[config.mk]
export PLATFORM = sky130hd
export DESIGN_NAME = ecv_top
export DESIGN_NICKNAME = d
export VERILOG_FILES = /design/src/hw/ecv_pkg.sv /design/src/hw/ecv_top.sv
export SDC_FILE = /design/constraint.sdc
export NUM_CORES = 1
export LEC_CHECK = 0
export BUFFER_PORTS_ARGS = -buffer_cell sky130_fd_sc_hd__buf_2
export CAP_MARGIN = 20
export CORE_UTILIZATION = 65
export DETAILED_ROUTE_END_ITERATION = 10
export PLACE_DENSITY_LB_ADDON = 0.2
export SKIP_LAST_GASP = 1
export SYNTH_ARGS = -nofsm -noshare
export SYNTH_HDL_FRONTEND = slang
export SYNTH_SLANG_ARGS = --single-unit
[constraint.sdc]
create_clock -name SYS_CLK_I -period 20.3 [get_ports SYS_CLK_I]
set_input_delay 4.06 -clock SYS_CLK_I [delete_from_list [all_inputs] [get_ports SYS_CLK_I]]
set_output_delay 4.06 -clock SYS_CLK_I [all_outputs]
set_load 0.05 [all_outputs]
[src/hw/ecv_pkg.sv]
package ecv_pkg;
    // Register indices; byte address is four times the index
    localparam logic [7:0] IDX_SAW    = 8'h70;
    localparam logic [7:0] IDX_SPRING = 8'h71;
    localparam logic [7:0] IDX_DELAY  = 8'h72;
    localparam logic [7:0] IDX_VDI    = 8'h73;
    localparam logic [7:0] IDX_VDHG   = 8'h74;
    localparam logic [7:0] IDX_VCI    = 8'h75;
    localparam logic [7:0] IDX_CTRL   = 8'h7e;
    localparam logic [7:0] IDX_STAT   = 8'h7f;

    localparam logic [7:0] RST_SAW    = 8'h00;
    localparam logic [7:0] RST_SPRING = 8'h44;
    localparam logic [7:0] RST_DELAY  = 8'h0f;
    localparam logic [7:0] RST_VDI    = 8'h77;
    localparam logic [7:0] RST_VDHG   = 8'h74;
    localparam logic [7:0] RST_VCI    = 8'h85;
    localparam logic [4:0] RST_CTRL   = 5'h00;

    // Control register bits
    localparam int CTL_UNLOCK = 0;
    localparam int CTL_HYST   = 1;
    localparam int CTL_MULAW  = 2;
    localparam int CTL_SLAVE  = 3;
    localparam int CTL_SAW_EN = 4;

    localparam int SAW_RISE_LSB  = 5;
    localparam int SAW_FALL_LSB  = 2;
    localparam int SPR_AUX_LSB   = 4;
    localparam int VDI_MAX_LSB   = 4;
    localparam int VDHG_HANG_LSB = 4;

    // Timing: one base tick is 250 us (4 kHz ramp, shortest spring)
    localparam int CLK_PERIOD_NS  = 10;
    localparam int BASE_TICK_NS   = 250000;
    localparam int BASE_TICK_CYC  = BASE_TICK_NS / CLK_PERIOD_NS;
    localparam int WIN_STEP_MS    = 8;
    localparam int WIN_STEP_TICKS = WIN_STEP_MS * 1000000 / BASE_TICK_NS;

    localparam logic [13:0] LIM_ALAW     = 14'h1f80;
    localparam logic [13:0] LIM_MULAW    = 14'h1f5f;
    localparam logic [11:0] NV_THR_SHORT = 12'h200;
    localparam logic [11:0] NV_THR_LONG  = 12'h400;
    localparam logic [1:0]  LONG_MODE_CODE  = 2'h3;
    localparam logic [3:0]  DELAY_CAP_SHORT = 4'h7;

    localparam logic [3:0][6:0] AMP_TBL = {7'h7f, 7'h3f, 7'h1f, 7'h0f};
    // Linear factor x16 for 0..45 dB in 3 dB steps
    localparam logic [15:0][11:0] DB_TBL = {
        12'hb18, 12'h7da, 12'h58f, 12'h3ef, 12'h2c9, 12'h1f9, 12'h165,
        12'h0fd, 12'h0b3, 12'h07f, 12'h05a, 12'h040, 12'h02d, 12'h020,
        12'h017, 12'h010};

    typedef enum logic [0:0] {
        SAW_UP   = 1'b0,
        SAW_DOWN = 1'b1
    } ecv_saw_dir_t;
endpackage

[src/hw/ecv_top.sv]
`timescale 1ns/1ns
`default_nettype none
module ecv_top
    import ecv_pkg::*;
#(
    parameter int BASE_CYC = BASE_TICK_CYC
)(
    input  wire logic        SYS_CLK_I,
    input  wire logic        SRST_I,
    input  wire logic [9:0]  AVS_ADDRESS_I,
    input  wire logic        AVS_READ_I,
    input  wire logic        AVS_WRITE_I,
    input  wire logic [31:0] AVS_WRITEDATA_I,
    input  wire logic [3:0]  AVS_BYTEENABLE_I,
    output var  logic [31:0] AVS_READDATA_O,
    output var  logic        AVS_WAITREQUEST_O,
    input  wire logic        OPERATING_MODE_PIN_A_I,
    input  wire logic        OPERATING_MODE_PIN_B_I,
    input  wire logic        COEF_FROZEN_I,
    input  wire logic        RX_VALID_I,
    input  wire logic [13:0] RX_SAMPLE_I,
    input  wire logic [4:0]  CHANNEL_I,
    output var  logic        RX_VALID_O,
    output var  logic [13:0] RX_SAMPLE_O,
    output var  logic        CHANNEL_OWNED_O,
    output var  logic        AUX_DAMP_PULSE_O,
    output var  logic        COEF_DAMP_PULSE_O,
    output var  logic        NO_VOICE_O,
    output var  logic [3:0]  EFF_DELAY_O,
    output var  logic        LONG_MODE_O
);

    typedef struct packed {
        logic [1:0]   mode_s1;
        logic [1:0]   mode_s2;
        logic         ack;
        logic [31:0]  rdata;
        logic [7:0]   st_cfg;
        logic [7:0]   spr_cfg;
        logic [7:0]   dly;
        logic [7:0]   vdi;
        logic [7:0]   vdhg;
        logic [7:0]   vci;
        logic [4:0]   ctl;
        logic [15:0]  pre;
        logic [7:0]   div;
        logic [6:0]   saw;
        ecv_saw_dir_t dir;
        logic [13:0]  smp;
        logic         smp_vld;
        logic         owned;
        logic         aux_p;
        logic         coef_p;
        logic [9:0]   pk_cnt;
        logic [13:0]  run_max;
        logic [13:0]  peak;
        logic [9:0]   dt_cnt;
        logic [11:0]  qcnt;
        logic         crit;
        logic [9:0]   hang;
        logic         no_voice;
    } ecv_state_t;

    ecv_state_t s_q;
    ecv_state_t s_d;

    function automatic logic [7:0] ecv_mask(input logic [2:0] c);
        ecv_mask = 8'((9'h001 << c) - 9'h001);
    endfunction

    function automatic logic [9:0] ecv_win(input logic [3:0] c);
        ecv_win = 10'(({6'h00, c} + 10'h001) * WIN_STEP_TICKS);
    endfunction

    logic        long_mode;
    logic        req;
    logic [7:0]  idx;
    logic        aligned;
    logic [31:0] rd_mux;
    logic        wr_ok;
    logic        tick;
    logic [2:0]  rise_c;
    logic [2:0]  fall_c;
    logic [6:0]  amp;
    logic        rise_tk;
    logic        fall_tk;
    logic [14:0] sum;
    logic [14:0] lim15;
    logic [13:0] lim;
    logic [13:0] mag;
    logic [25:0] prod;
    logic [25:0] pk16;
    logic        qual;
    logic        pk_end;
    logic        dt_end;
    logic [13:0] max_new;
    logic [11:0] q_inc;
    logic [11:0] q_init;
    logic [11:0] q_thr;
    logic        crit_new;
    logic [3:0]  eff;

    assign long_mode = (s_q.mode_s2 == LONG_MODE_CODE);
    assign req       = AVS_READ_I | AVS_WRITE_I;
    assign idx       = AVS_ADDRESS_I[9:2];
    assign aligned   = (AVS_ADDRESS_I[1:0] == 2'h0);
    assign tick      = (s_q.pre == 16'(BASE_CYC - 1));

    always_comb
    begin
        s_d      = s_q;
        rd_mux   = 32'h0000_0000;
        wr_ok    = 1'b0;
        rise_c   = s_q.st_cfg[SAW_RISE_LSB +: 3];
        fall_c   = s_q.st_cfg[SAW_FALL_LSB +: 3];
        amp      = AMP_TBL[s_q.st_cfg[1:0]];
        rise_tk  = 1'b0;
        fall_tk  = 1'b0;
        sum      = 15'h0000;
        lim      = LIM_ALAW;
        lim15    = 15'h0000;
        mag      = 14'h0000;
        prod     = 26'h0;
        pk16     = 26'h0;
        qual     = 1'b0;
        pk_end   = 1'b0;
        dt_end   = 1'b0;
        max_new  = s_q.run_max;
        q_inc    = s_q.qcnt;
        q_init   = 12'h000;
        q_thr    = NV_THR_SHORT;
        crit_new = s_q.crit;
        eff      = s_q.dly[3:0];

        // ------------------------------------------------------------
        // Mode pin synchronisers
        // ------------------------------------------------------------
        s_d.mode_s1 = {OPERATING_MODE_PIN_B_I, OPERATING_MODE_PIN_A_I};
        s_d.mode_s2 = s_q.mode_s1;

        // Delay cap first, so the status read sees the capped value
        if (!long_mode && s_q.dly[3])
        begin
            eff = DELAY_CAP_SHORT;
        end

        // ------------------------------------------------------------
        // Avalon-MM slave, one wait cycle per access
        // ------------------------------------------------------------
        case (idx)
            IDX_SAW:    rd_mux = {24'h000000, s_q.st_cfg};
            IDX_SPRING: rd_mux = {24'h000000, s_q.spr_cfg & 8'h77};
            IDX_DELAY:  rd_mux = {28'h0000000, s_q.dly[3:0]};
            IDX_VDI:    rd_mux = {24'h000000, s_q.vdi};
            IDX_VDHG:   rd_mux = {24'h000000, s_q.vdhg};
            IDX_VCI:    rd_mux = {24'h000000, s_q.vci};
            IDX_CTRL:   rd_mux = {27'h0000000, s_q.ctl};
            IDX_STAT:   rd_mux = {26'h0000000, long_mode, s_q.no_voice,
                                  eff};
            default:    rd_mux = 32'h0000_0000;
        endcase
        if (!aligned)
        begin
            rd_mux = 32'h0000_0000;
        end
        s_d.ack = req & ~s_q.ack;
        if (AVS_READ_I && !s_q.ack)
        begin
            s_d.rdata = rd_mux;
        end
        wr_ok = AVS_WRITE_I & s_q.ack & AVS_BYTEENABLE_I[0] & aligned;
        if (wr_ok && idx == IDX_CTRL)
        begin
            s_d.ctl = AVS_WRITEDATA_I[4:0];
        end
        if (wr_ok && s_q.ctl[CTL_UNLOCK])
        begin
            case (idx)
                IDX_SAW:    s_d.st_cfg  = AVS_WRITEDATA_I[7:0];
                IDX_SPRING: s_d.spr_cfg = AVS_WRITEDATA_I[7:0] & 8'h77;
                IDX_DELAY:  s_d.dly     = {4'h0, AVS_WRITEDATA_I[3:0]};
                IDX_VDI:    s_d.vdi     = AVS_WRITEDATA_I[7:0];
                IDX_VDHG:   s_d.vdhg    = AVS_WRITEDATA_I[7:0];
                IDX_VCI:    s_d.vci     = AVS_WRITEDATA_I[7:0];
                default:    s_d.vci     = s_q.vci;
            endcase
        end

        // ------------------------------------------------------------
        // Time base and spring timers
        // ------------------------------------------------------------
        s_d.pre = tick ? 16'h0000 : s_q.pre + 16'h0001;
        if (tick)
        begin
            s_d.div = s_q.div + 8'h01;
        end
        s_d.aux_p  = tick && !COEF_FROZEN_I &&
            ((s_q.div & ecv_mask(s_q.spr_cfg[SPR_AUX_LSB +: 3]))
              == ecv_mask(s_q.spr_cfg[SPR_AUX_LSB +: 3]));
        s_d.coef_p = tick && !COEF_FROZEN_I &&
            ((s_q.div & ecv_mask(s_q.spr_cfg[2:0]))
              == ecv_mask(s_q.spr_cfg[2:0]));

        // ------------------------------------------------------------
        // Saw-tooth generator
        // ------------------------------------------------------------
        rise_tk = tick && ((s_q.div & ecv_mask(rise_c))
                           == ecv_mask(rise_c));
        fall_tk = tick && ((s_q.div & ecv_mask(fall_c))
                           == ecv_mask(fall_c));
        if (rise_c == 3'h0 && fall_c == 3'h0)
        begin
            s_d.saw = amp;
            s_d.dir = SAW_DOWN;
        end
        else
        begin
            case (s_q.dir)
                SAW_UP:
                begin
                    if (s_q.saw >= amp)
                    begin
                        s_d.dir = SAW_DOWN;
                    end
                    else if (rise_tk)
                    begin
                        s_d.saw = s_q.saw + 7'h01;
                    end
                end
                SAW_DOWN:
                begin
                    if (s_q.saw == 7'h00)
                    begin
                        s_d.dir = SAW_UP;
                    end
                    else if (fall_tk)
                    begin
                        s_d.saw = s_q.saw - 7'h01;
                    end
                end
                default: s_d.dir = SAW_UP;
            endcase
        end

        // ------------------------------------------------------------
        // Receive path offset and clipping
        // ------------------------------------------------------------
        sum = {RX_SAMPLE_I[13], RX_SAMPLE_I} +
              (s_q.ctl[CTL_SAW_EN] ? {8'h00, s_q.saw} : 15'h0000);
        lim   = s_q.ctl[CTL_MULAW] ? LIM_MULAW : LIM_ALAW;
        lim15 = {1'b0, lim};
        s_d.smp_vld = RX_VALID_I;
        if (RX_VALID_I)
        begin
            if ($signed(sum) > $signed(lim15))
            begin
                s_d.smp = lim;
            end
            else if ($signed(sum) < -$signed(lim15))
            begin
                s_d.smp = ~lim + 14'h0001;
            end
            else
            begin
                s_d.smp = sum[13:0];
            end
        end

        // ------------------------------------------------------------
        // Tandem channel split (echo delay cap is applied above)
        // ------------------------------------------------------------
        s_d.owned = !long_mode ||
                    (CHANNEL_I[2] == s_q.ctl[CTL_SLAVE]);

        // ------------------------------------------------------------
        // No-voice detection
        // ------------------------------------------------------------
        mag  = RX_SAMPLE_I[13] ? ~RX_SAMPLE_I + 14'h0001 : RX_SAMPLE_I;
        prod = {12'h000, mag} * {14'h0000, DB_TBL[s_q.vdhg[3:0]]};
        pk16 = {8'h00, s_q.peak, 4'h0};
        qual = RX_VALID_I && (pk16 < prod);
        if (RX_VALID_I && mag > s_q.run_max)
        begin
            max_new = mag;
        end
        pk_end = tick && (s_q.pk_cnt >=
                 ecv_win(s_q.vdi[VDI_MAX_LSB +: 4]) - 10'h001);
        dt_end = tick && (s_q.dt_cnt >=
                 ecv_win(s_q.vdi[3:0]) - 10'h001);
        s_d.run_max = max_new;
        if (tick)
        begin
            s_d.pk_cnt = s_q.pk_cnt + 10'h001;
            s_d.dt_cnt = s_q.dt_cnt + 10'h001;
        end
        if (pk_end)
        begin
            s_d.peak    = max_new;
            s_d.run_max = 14'h0000;
            s_d.pk_cnt  = 10'h000;
        end
        if (qual && s_q.qcnt != 12'hfff)
        begin
            q_inc = s_q.qcnt + 12'h001;
        end
        s_d.qcnt = q_inc;
        q_init = long_mode ? {2'h0, s_q.vci, 2'h0}
                           : {3'h0, s_q.vci, 1'b0};
        q_thr  = long_mode ? NV_THR_LONG : NV_THR_SHORT;
        if (tick && s_q.hang != 10'h000)
        begin
            s_d.hang = s_q.hang - 10'h001;
        end
        if (dt_end)
        begin
            crit_new   = (q_inc >= q_thr);
            s_d.crit   = crit_new;
            s_d.qcnt   = q_init;
            s_d.dt_cnt = 10'h000;
            if (crit_new)
            begin
                s_d.hang = ecv_win(s_q.vdhg[VDHG_HANG_LSB +: 4]);
            end
        end
        s_d.no_voice = s_d.crit ||
            (s_q.ctl[CTL_HYST] && s_d.hang != 10'h000);
    end

    always_ff @(posedge SYS_CLK_I)
    begin
        if (SRST_I)
        begin
            s_q         <= '0;
            s_q.st_cfg  <= RST_SAW;
            s_q.spr_cfg <= RST_SPRING;
            s_q.dly     <= RST_DELAY;
            s_q.vdi     <= RST_VDI;
            s_q.vdhg    <= RST_VDHG;
            s_q.vci     <= RST_VCI;
            s_q.ctl     <= RST_CTRL;
        end
        else
        begin
            s_q <= s_d;
        end
    end

    assign AVS_WAITREQUEST_O = req & ~s_q.ack;
    assign AVS_READDATA_O    = s_q.rdata;
    assign RX_VALID_O        = s_q.smp_vld;
    assign RX_SAMPLE_O       = s_q.smp;
    assign CHANNEL_OWNED_O   = s_q.owned;
    assign AUX_DAMP_PULSE_O  = s_q.aux_p;
    assign COEF_DAMP_PULSE_O = s_q.coef_p;
    assign NO_VOICE_O        = s_q.no_voice;
    assign EFF_DELAY_O       = eff;
    assign LONG_MODE_O       = long_mode;
endmodule
`default_nettype wire

======== Word-level counts from Yosys, hierarchy flattened ========
Memories as Yosys holds them, arrays and structs flattened. A register that Yosys moved wholly into a read port is not among the register bits.
Index checks and enable logic that the tools add are counted.
storage, ports and cells
  register bits ........................... 206
  latch bits .............................. 0
  RAM bits ................................ 0
  memory bits (read-only) ................. 192
  bits of input ports ..................... 73
  output and inout bits ................... 57
  memories ................................ 1
operators by class
  add/sub/neg operators ................... 21
  multiply operators ...................... 1
  div/mod/pow operators ................... 0
  $lt $le $gt $ge ......................... 10
  eq/ne operators ......................... 20
  shift-type cells ........................ 4
  mux-type cells .......................... 28
  bitwise operators ....................... 13
  reductions and logical operators ........ 38
memories
  name             depth  width  rd ports  clocked after Yosys merged registers in  write ports  line            RTL
  (no name shown)  16     12     1         1                                        0            ecv_top.sv:279  prod = {12'h000, mag} * {14'h0000, DB_TBL[s_q.vdhg[3:0]]};
operators by type and width
  kind                   number
  $eq 8x7->1 const B     8
  $pmux 8 s8             1
  $mux 14                4
  $mux 7                 6
  $and 8x8->8            4
  $eq 8x8->1             4
  $mux 32                1
  $shl 1x3->8 const A    4
  $sub 8x1->8 const B    4
  $mux 10                3
  $sub 10x1->10 const B  3
  $add 14x1->14 const B  2
  $lt 18x26->1           1
  $mul 14x12->26         1
  $mux 12                2
  $mux 23                1
  $add 10x1->10 const B  2
  $ge 10x10->1           2
  $reduce_bool 10->1     2
  $logic_and 1x1->1      17
  $add 16x1->16 const B  1
  $eq 16x15->1 const B   1
  $mux 8                 2
  $pmux 8 s2             1
  other kinds (36)       58

======== Depth between registers and ports, before layout ========
Gate-level depths: netlist of run 1.
  depth after elaboration ................. 14
  gate-level depth with buffers ........... 42
  mapped depth without buffers ............ 38

======== Worst setup path after synthesis of run 1 ========
No wires, ideal clock.
  path kind ............................... input port to flip-flop
  start ................................... input RX_SAMPLE_I[6]
  end ..................................... register s_q[7] (netlist bit)
  library setup time ...................... 0.121 ns
  arrival time ............................ 12.880 ns
  data required time ...................... 20.179 ns
  setup slack ............................. 7.298 ns
  stages .................................. 39
  path buffers ............................ 4
  cell sequence ........................... or4_1 or4_1 nand2_1 xnor2_1 clkbuf_1 nand2_1 fa_1 fa_1 inv_1 fa_1 fa_1 inv_1 fa_1 inv_1 ha_1 buf_2 nand4_1 o22ai_1 (+3 left out) ha_1 o2111ai_1 a21oi_1 o31a_1 o22ai_1 or4_1 nor4_4 nor2_2 clkbuf_1 nand3_1 xnor2_1 ha_1 nand2_1 nor4_1 o21a_1 a41o_1 buf_6 mux2_4
between the ends
  longest elaborated chain between the ends .. 11
RTL lines
  what                   line            RTL
  from (decl)            ecv_top.sv:21   input wire logic [13:0] RX_SAMPLE_I,
  $not 14->14            ecv_top.sv:278  mag = RX_SAMPLE_I[13] ? ~RX_SAMPLE_I + 14'h0001 : RX_SAMPLE_I;
  $add 14x1->14          ecv_top.sv:278
  $mux 14 (*)            ecv_top.sv:278
  $mul 14x12->26 (*)     ecv_top.sv:279
  $lt 18x26->1 (*)       ecv_top.sv:281  qual = RX_VALID_I && (pk16 < prod);
  $logic_and 1x1->1 (*)  ecv_top.sv:281
  $logic_and 1x1->1 (*)  ecv_top.sv:302  if (qual && s_q.qcnt != 12'hfff)
  $mux 12 (*)            ecv_top.sv:302
  net q_inc[10]          ecv_top.sv:97   logic [11:0] q_inc;
  $ge 12x11->1 (*)       ecv_top.sv:316  crit_new = (q_inc >= q_thr);
  $mux 10 (*)            ecv_top.sv:320  if (crit_new)
  $mux 23 (*)            ecv_top.sv:314  if (dt_end)
  to (decl)              ecv_top.sv:64   ecv_state_t s_q;
Mark *: on every way through the listed nets, which the timed path passes. The rest lies on a longest branch.
A chain may end at the register's enable or synchronous reset.

======== Final worst setup path of run 1 ========
  start ................................... input RX_SAMPLE_I[0]
  end ..................................... register s_q[10] (netlist bit)
between the ends
  longest elaborated chain between the ends .. 11
RTL lines
  what                   line
  $not 14->14            ecv_top.sv:278
  $add 14x1->14          ecv_top.sv:278
  $mux 14 (*)            ecv_top.sv:278
  $mul 14x12->26 (*)     ecv_top.sv:279
  $lt 18x26->1 (*)       ecv_top.sv:281
  $logic_and 1x1->1 (*)  ecv_top.sv:281
  $logic_and 1x1->1 (*)  ecv_top.sv:302
  $mux 12 (*)            ecv_top.sv:302
  $ge 12x11->1 (*)       ecv_top.sv:316
  $mux 10 (*)            ecv_top.sv:320
  $mux 23 (*)            ecv_top.sv:314
Every way passes the cells marked *; elsewhere a longest branch is shown, timed or not.

==> results.md, run 1 <==
* Clock Pin Slew Worst Setup and Hold Paths at 0.07 ns
* Post-route ant nets at 0
* Async SR Flop Fraction at 0%
* Routed wire per std cell at 16.99 um
* Max_cap viols at 0
* Cts hold-fix bufs at 0
* Final Hold Vio Count at 0
* Post-cts gate resize count at 0
* Most frequent CP cell: fa_1
* Cell area after synthesis at 17100 um2
* Post-synthesis instance total at 2050
* Max incr delay on CP at 0.84 ns
* Total overflow reported by the global router at 0
* Syn Area/Cell at 8.342 um2
* Drt drc at 0
* CTS tree: done
* Critical Path Slowest Stage Cell: xnor2_2
* Finished Layout Cells at 2386
* Layout Area Growth over Synthesis at 5.568%
* RSZ-0062 raised after global routing: false
* Critical Path AT at 14.44 ns
* Die Span X at 164.2 um
* H-tree Lvls at 4
* Global Route Usage Sum at 31.13%
* Clock Latency Late Sink at 0.44 ns
* Fraction of layout cells with a size suffix above 1 at 7.362%
* Max-slew violation count at 0
* DR iter-0 viols at 817
* Hold WS at 0.4529 ns
* Clk root buf: clkbuf_16
* Status: completed
* Skew final at 0.009673 ns
* Post-CTS Setup Bufs at 0
* Total number of vias at 14050
* First-pass GRT wire length at 66.65 mm
* Critical Path Source Type: primary input
* Slew headroom at 25.47%
* Worst min path class: reg -> reg
* Antenna Cells at 0
* CP Launch Point: RX_SAMPLE_I[0]
* Kind of cell adding the most delay to the critical path: adder cells
* Core area at 25910 um2
* Worst-path fanout max at 15
* Drt total wl at 40.53 mm
* VDD IR-drop max at 0.04792 mV
* Port buffer count at 74
* Starting Density at 66.00%
* Max Fclk at 70.85 MHz
* IO Count at 130
* WP data required at 20.63 ns
* Die area at 26960 um2
* CP endpoint kind: flop
* Leakage power at 8.131 nW
* Largest net degree at the start of global routing at 80
* Ys flop type: dfxtp_1
* Die Ht at 164.2 um
* Total CTS buffers at 17
* Clk sinks at 193
* Initial antenna violation count at 0
* Worst slew pin tran at 1.109 ns
* DR pass1 iterations at 5
* TNS Setup at 0 ns
* Dpl cells at 2354
* Synth cell types at 81
* Routed vias/inst at 5.887
* Worst path bufs/invs at 4
* Vias in the first global route at 13720
* HPWL Detailed at 30.50 mm
* Worst Setup Path Type: in -> reg
* FP Rows at 59
* Power Density at 48.86 nW/um2
* Number of flops mapped to enable cells by yosys at 0
* Synth warn at 0
* Synth Register Bits at 193
* Sequential share of the synthesized area at 22.59%
* Final setup viols at 0
* Final worst path period need at 14.11 ns
* Routability cong. at 0.9932
* Nets at 2378
* Period utilization at 69.53%
* Hold Startpoint: s_d[208]$_SDFF_PP0_
* Max Buffers Root-to-Sink at 2
kinds of logic after synthesis:
| family | Yosys count | share of synthesized area, % |
|---|---|---|
| AO/OA/AOI/OAI | 340 | 13.39 |
| XOR/XNOR | 109 | 5.582 |
| adder cells (fa/ha/maj) | 267 | 24.89 |
| buffers and inverters | 366 | 9.116 |
| flip-flops | 193 | 22.59 |
| multiplexers | 69 | 4.141 |
| other | 1 | 0.02193 |
| AND/OR/NAND/NOR | 705 | 20.27 |
state kept, by name, indices dropped and copies added (netlist names), named ones only:
| signal | flops |
|---|---|
| s_d | 2 |
| s_q | 132 |
| fall_c | 3 |
| RX_VALID_O | 1 |
| RX_SAMPLE_O | 14 |
| AVS_READDATA_O | 8 |
| pk16 | 14 |
| COEF_DAMP_PULSE_O | 1 |
| AUX_DAMP_PULSE_O | 1 |
| rise_c | 3 |
| NO_VOICE_O | 1 |
| CHANNEL_OWNED_O | 1 |
synthesized netlist by cell type (17+ instances only):
cell / count / area [um2]
inv_1: 219 / 822.0
nor2_1: 195 / 732.0
dfxtp_1: 193 / 3864
nand2_1: 180 / 675.7
ha_1: 145 / 1814
fa_1: 122 / 2442
and2_1: 96 / 600.6
clkbuf_1: 86 / 322.8
a21oi_1: 80 / 400.4
mux2i_1: 64 / 640.6
o21ai_0: 62 / 310.3
xnor2_1: 62 / 543.0
nor2b_1: 51 / 319.1
xor2_1: 47 / 411.6
buf_4: 46 / 345.3
nand3_1: 40 / 200.2
a211oi_1: 36 / 270.3
nor3_1: 32 / 160.2
a22oi_1: 26 / 195.2
nand4_1: 26 / 162.7
a211o_1: 23 / 201.4
a21o_1: 20 / 150.1
nand2b_1: 17 / 106.4
layout by cell type, fill, tap and decap left out, types with 7 or more instances in the layout:
master	instances
nand4_1	26
or2_2	7
nand3_1	40
o21ai_0	61
nor3b_1	8
nand2_1	180
buf_4	18
o22ai_1	7
xor2_1	47
buf_2	73
ha_1	145
fa_1	122
a21oi_1	80
mux2i_1	64
nor4_1	7
a21o_1	20
nand2b_1	17
inv_1	219
a211oi_1	36
and3_1	13
or4_1	9
nor3_1	32
nor2b_1	51
a31oi_1	9
and2_1	96
xnor2_1	56
dfxtp_1	193
nor2_1	195
conb_1	24
or3_1	9
clkbuf_16	17
a211o_1	23
a22oi_1	26
o21a_1	10
area by class of cell:
| cell class | instances | area, um2 |
|---|---|---|
| sequential | 193 | 3864 |
| clock inverter | 13 | 175.2 |
| tap | 335 | 419.2 |
| multi-input combinational | 1514 | 11820 |
| clock buffer | 19 | 442.9 |
| fill | 2105 | 7858 |
| inverter | 221 | 829.5 |
| timing repair buffer | 91 | 500.5 |
metal layers:
layer | share of wire (%) | track usage [%]
met3 | 4.8 | 3.056
met2 | 50 | 54.51
met4 | 3.3 | 12.84
met5 | 0 | 0
met1 | 42 | 39.02
path summary, 6_finish.rpt:
check,slack [ns],cells past startpoint,endpoint
setup / recovery,6.19,35,s_q[10]$_SDFF_PP0_
hold / removal,0.45,1,s_q[208]$_SDFF_PP0_
setup reg to reg,10.93,30,s_q[10]$_SDFF_PP0_
hold reg to reg,0.45,1,s_q[208]$_SDFF_PP0_
stage by stage:
step	total power (W)	worst slack [ns]	cell area (um2)	utilization (%)
after global routing	0.0009154	5.551	18050	69.68
after CTS	0.0008850	6.226	18050	69.68
after global placement	0.0005314	5.939	17440	67.29
after detailed placement	0.0005344	5.808	17440	67.29
final	0.0008820	6.185	18050	69.68
after floorplan	0.0005009	7.298	17190	-
power by group:
group | switching [W] | leakage, nW | internal (W)
clock network | 0.000154 | 0.300 | 0.000200
logic | 0.0000941 | 6.27 | 0.0000439
registers | 0.00000439 | 1.56 | 0.000385
total | 0.000253 | 8.13 | 0.000629
(Power assumes the default switching activity.)
==> run 2, diff against run 1 <==
--- a/config.mk
+++ b/config.mk
@@ -5,9 +5,10 @@
 export SDC_FILE = /design/constraint.sdc
 export NUM_CORES = 1
 export LEC_CHECK = 0
+export ABC_AREA = 1
 export BUFFER_PORTS_ARGS = -buffer_cell sky130_fd_sc_hd__buf_2
 export CAP_MARGIN = 20
-export CORE_UTILIZATION = 65
+export CORE_UTILIZATION = 62
 export DETAILED_ROUTE_END_ITERATION = 10
 export PLACE_DENSITY_LB_ADDON = 0.2
 export SKIP_LAST_GASP = 1
==> constraint.sdc (replaced) <==
create_clock -name SYS_CLK_I -period 13.8 [get_ports SYS_CLK_I]
set_input_delay 2.76 -clock SYS_CLK_I [delete_from_list [all_inputs] [get_ports SYS_CLK_I]]
set_output_delay 2.76 -clock SYS_CLK_I [all_outputs]
set_load 0.05 [all_outputs]
==> run 2 against run 1 <==
Against the previous run:
- sequential share of layout area is 0.42 points lower
- design area is 2.0% higher
- combinational power is 41% higher
- worst hold slack worse by 0.051 ns
- largest cell class unchanged
==> results.md, run 2 <==
* Pre-CTS setup slack at 1.805 ns
* Clk sinks at 193
* Die Ht at 169.6 um
* Final Hold Vio Count at 0
* Most frequent cells in the layout: nand2_1, inv_1, nor2_1, dfxtp_1, ha_1
* Skew final at 0.01984 ns
* Port buffer count at 74
* Number of flops mapped to enable cells by yosys at 0
* Max Buffers Root-to-Sink at 2
* Clock Latency Late Sink at 0.44 ns
* Sequential share of the synthesized area at 22.20%
* Max Fclk at 85.72 MHz
* Core area at 27250 um2
* Final Cell Area at 18410 um2
* Status: completed
* Worst min path class: reg -> reg
* Critical R2R Capture: NO_VOICE_O$_SDFF_PP0_
* Max Used Layer: met4
* Post-cts gate resize count at 0
* Drt drc at 0
* CTS tree: done
* Area share of fa/ha/maj cells after synthesis at 24.45%
* CP Launch Point: RX_SAMPLE_I[0]
* Final setup viols at 0
* Dpl cells at 2858
* Layout Area Growth over Synthesis at 5.779%
* Kind of cell adding the most delay to the critical path: adder cells
* Fin util at 67.57%
* Worst-path fanout max at 16
* WL met3 at 2.621 mm
* Drt total wl at 44.20 mm
* Simple-gate share of the synthesized area at 24.33%
* Flop pwr share at 45.6%
* Int Pwr at 0.0008629 W
* Syn Area/Cell at 7.031 um2
* Top cell type's share of synthesized area at 22.20%
* Critical Path Source Type: primary input
* Top cells by count, synth: nand2_1, inv_1, nor2_1, dfxtp_1, ha_1
* Nets at 2846
* Largest Register: s_q
* Vias in the first global route at 15310
* Antenna Cells at 0
* Worst slew pin tran at 1.087 ns
* Largest family of logic cells by synthesized area: adder cells
* Initial antenna violation count at 0
* TNS Setup at 0 ns
* Cell area after synthesis at 17410 um2
* Period utilization at 84.53%
* Area fraction in compound gates after synthesis at 12.15%
* Final WS setup at 2.134 ns
* Fraction of layout cells with a size suffix above 1 at 5.955%
* Die area at 28750 um2
* Total overflow reported by the global router at 0
* Largest register FFs at 132
* Max incr delay on CP at 0.73 ns
* Synth cell types at 56
* Final worst path period need at 11.67 ns
* Routed vias/inst at 5.461
* Met2 wire length at 20.77 mm
* Die Span X at 169.6 um
* Commonest non-fill, non-tap cell in the layout: nand2_1
* Clk root buf: clkbuf_16
* Switching Share at 31.31%
* Max_cap viols at 0
* IO Count at 130
* Ys flop type: dfxtp_1
* Reg2reg path depth at 43
* Mux share of post-synthesis cell area at 0%
* Async SR Flop Fraction at 0%
* Starting Density at 63.88%
* Leakage power at 9.460 nW
* WL met1 at 18.91 mm
* Max-slew violation count at 0
* RSZ-0062 raised after global routing: false
* Global Route Usage Sum at 31.98%
* WP data required at 14.13 ns
* Gate power share at 15.5%
* VDD IR-drop max at 0.09216 mV
* Synth Register Bits at 193
* DR iter-0 viols at 1242
* Post-synthesis xor/xnor area fraction at 3.270%
* Most frequent CP cell: nand2_1
* Post-synthesis instance total at 2476
* Slew headroom at 26.97%
* H-tree Lvls at 4
* DP Area at 17840 um2
* Largest net degree at the start of global routing at 46
* Synth area leaders: dfxtp_1, fa_1, nand2_1
* Clock Pin Slew Worst Setup and Hold Paths at 0.07 ns
* Cts hold-fix bufs at 0
* Power Density at 68.22 nW/um2
* Routability cong. at 0.9889
* FP Rows at 60
* Cell taking the most area after synthesis: dfxtp_1
* DR pass1 iterations at 5
* Post-route ant nets at 0
* HPWL Detailed at 35.27 mm
* Critical Path AT at 12.00 ns
* CP endpoint kind: flop
* First-pass GRT wire length at 73.77 mm
* Total number of vias at 15790
* Most common cell in the netlist: nand2_1
* Clock Power Share at 38.9%
* Total CTS buffers at 17
* Finished Layout Cells at 2891
* Post-CTS Setup Bufs at 0
* Routed wire per std cell at 15.29 um
* Instance count on the critical path at 47
* Critical Path Slowest Stage Cell: xor2_1
* Fill count at 2422
* Reg-to-reg slack, setup at 5.48 ns
* Worst Setup Path Type: in -> reg
* End of the critical path: NO_VOICE_O$_SDFF_PP0_
* Synth warn at 0
* Sw power at 0.0003933 W
* Worst path bufs/invs at 7
==> run 2: cell types whose count changed after synthesis, moves of 40 or more <==
cell,change
a21oi_1,+40
and2_1,-95
clkbuf_1,-47
inv_1,+252
mux2i_1,-64
nand2_1,+356
nand3_1,+40
nor2_1,+75
nor2b_1,-51
o21ai_0,+55
==> run 2: stage by stage <==
stage                     power [W]  hold slack [ns]
after floorplan           0.0007309           0.3883
after global placement    0.0007718           0.3909
after detailed placement  0.0007768           0.3916
after CTS                  0.001257           0.4020
after global routing       0.001304           0.4208
final                      0.001256           0.4015
==> run 2: layer usage <==
metal | up-vias | track usage [%]
met5 | - | 0
met2 | 536 | 54.79
met3 | 104 | 3.988
met4 | 0 | 13.98
li1 | 7808 | -
met1 | 7341 | 40.44
==> run 2: layout make-up <==
cell class | instances | area, um2 | area share, %
Multi-Input combinational cell | 1729 | 11270 | 61.19
Sequential cell | 193 | 3864 | 20.98
Inverter | 481 | 1805 | 9.805
Tap cell | 372 | 465.4 | 2.528
Timing Repair Buffer | 84 | 445.4 | 2.419
Clock buffer | 18 | 429.2 | 2.331
Clock inverter | 14 | 137.6 | 0.7474
==> run 2: worst min path at each step <==
stage | cells after the start | slack [ns] | from | end
global route | 2 | 0.42 | s_d[208]$_SDFF_PP0_ | s_q[208]$_SDFF_PP0_
detailed placement | 2 | 0.39 | s_d[208]$_SDFF_PP0_ | s_q[208]$_SDFF_PP0_
floorplan | 2 | 0.39 | s_d[208]$_SDFF_PP0_ | s_q[208]$_SDFF_PP0_
finish | 2 | 0.40 | s_d[208]$_SDFF_PP0_ | s_q[208]$_SDFF_PP0_
global placement | 2 | 0.39 | s_d[208]$_SDFF_PP0_ | s_q[208]$_SDFF_PP0_
CTS | 2 | 0.40 | s_d[208]$_SDFF_PP0_ | s_q[208]$_SDFF_PP0_
==> run 2: tightest hold or removal path: stages (launching register included) <==
cell,delay (ns)
dfxtp_1,0.30
inv_1,0.04
nor2_1,0.03
==> run 2: power groups by stage <==
| stage | sequential [W] | combinational (W) | clock (W) |
|---|---|---|---|
| global route | 0.000574 | 0.000215 | 0.000516 |
| global placement | 0.000585 | 0.000186 | 0 |
| detailed placement | 0.000586 | 0.000191 | 0 |
| CTS | 0.000573 | 0.000193 | 0.000492 |
| finish | 0.000573 | 0.000195 | 0.000488 |
| floorplan | 0.000585 | 0.000145 | 0 |
==> run 2: logic make-up (layout without fill, tap and decap cells) <==
logic type | Yosys count | count (layout)
and+or+nand+nor | 1016 | 1016
buffers and inverters | 577 | 597
AOI/OAI and AO/OA | 357 | 357
adders and majority gates | 267 | 267
DFF | 193 | 193
xor gates and xnor gates | 65 | 65
other | 1 | 24
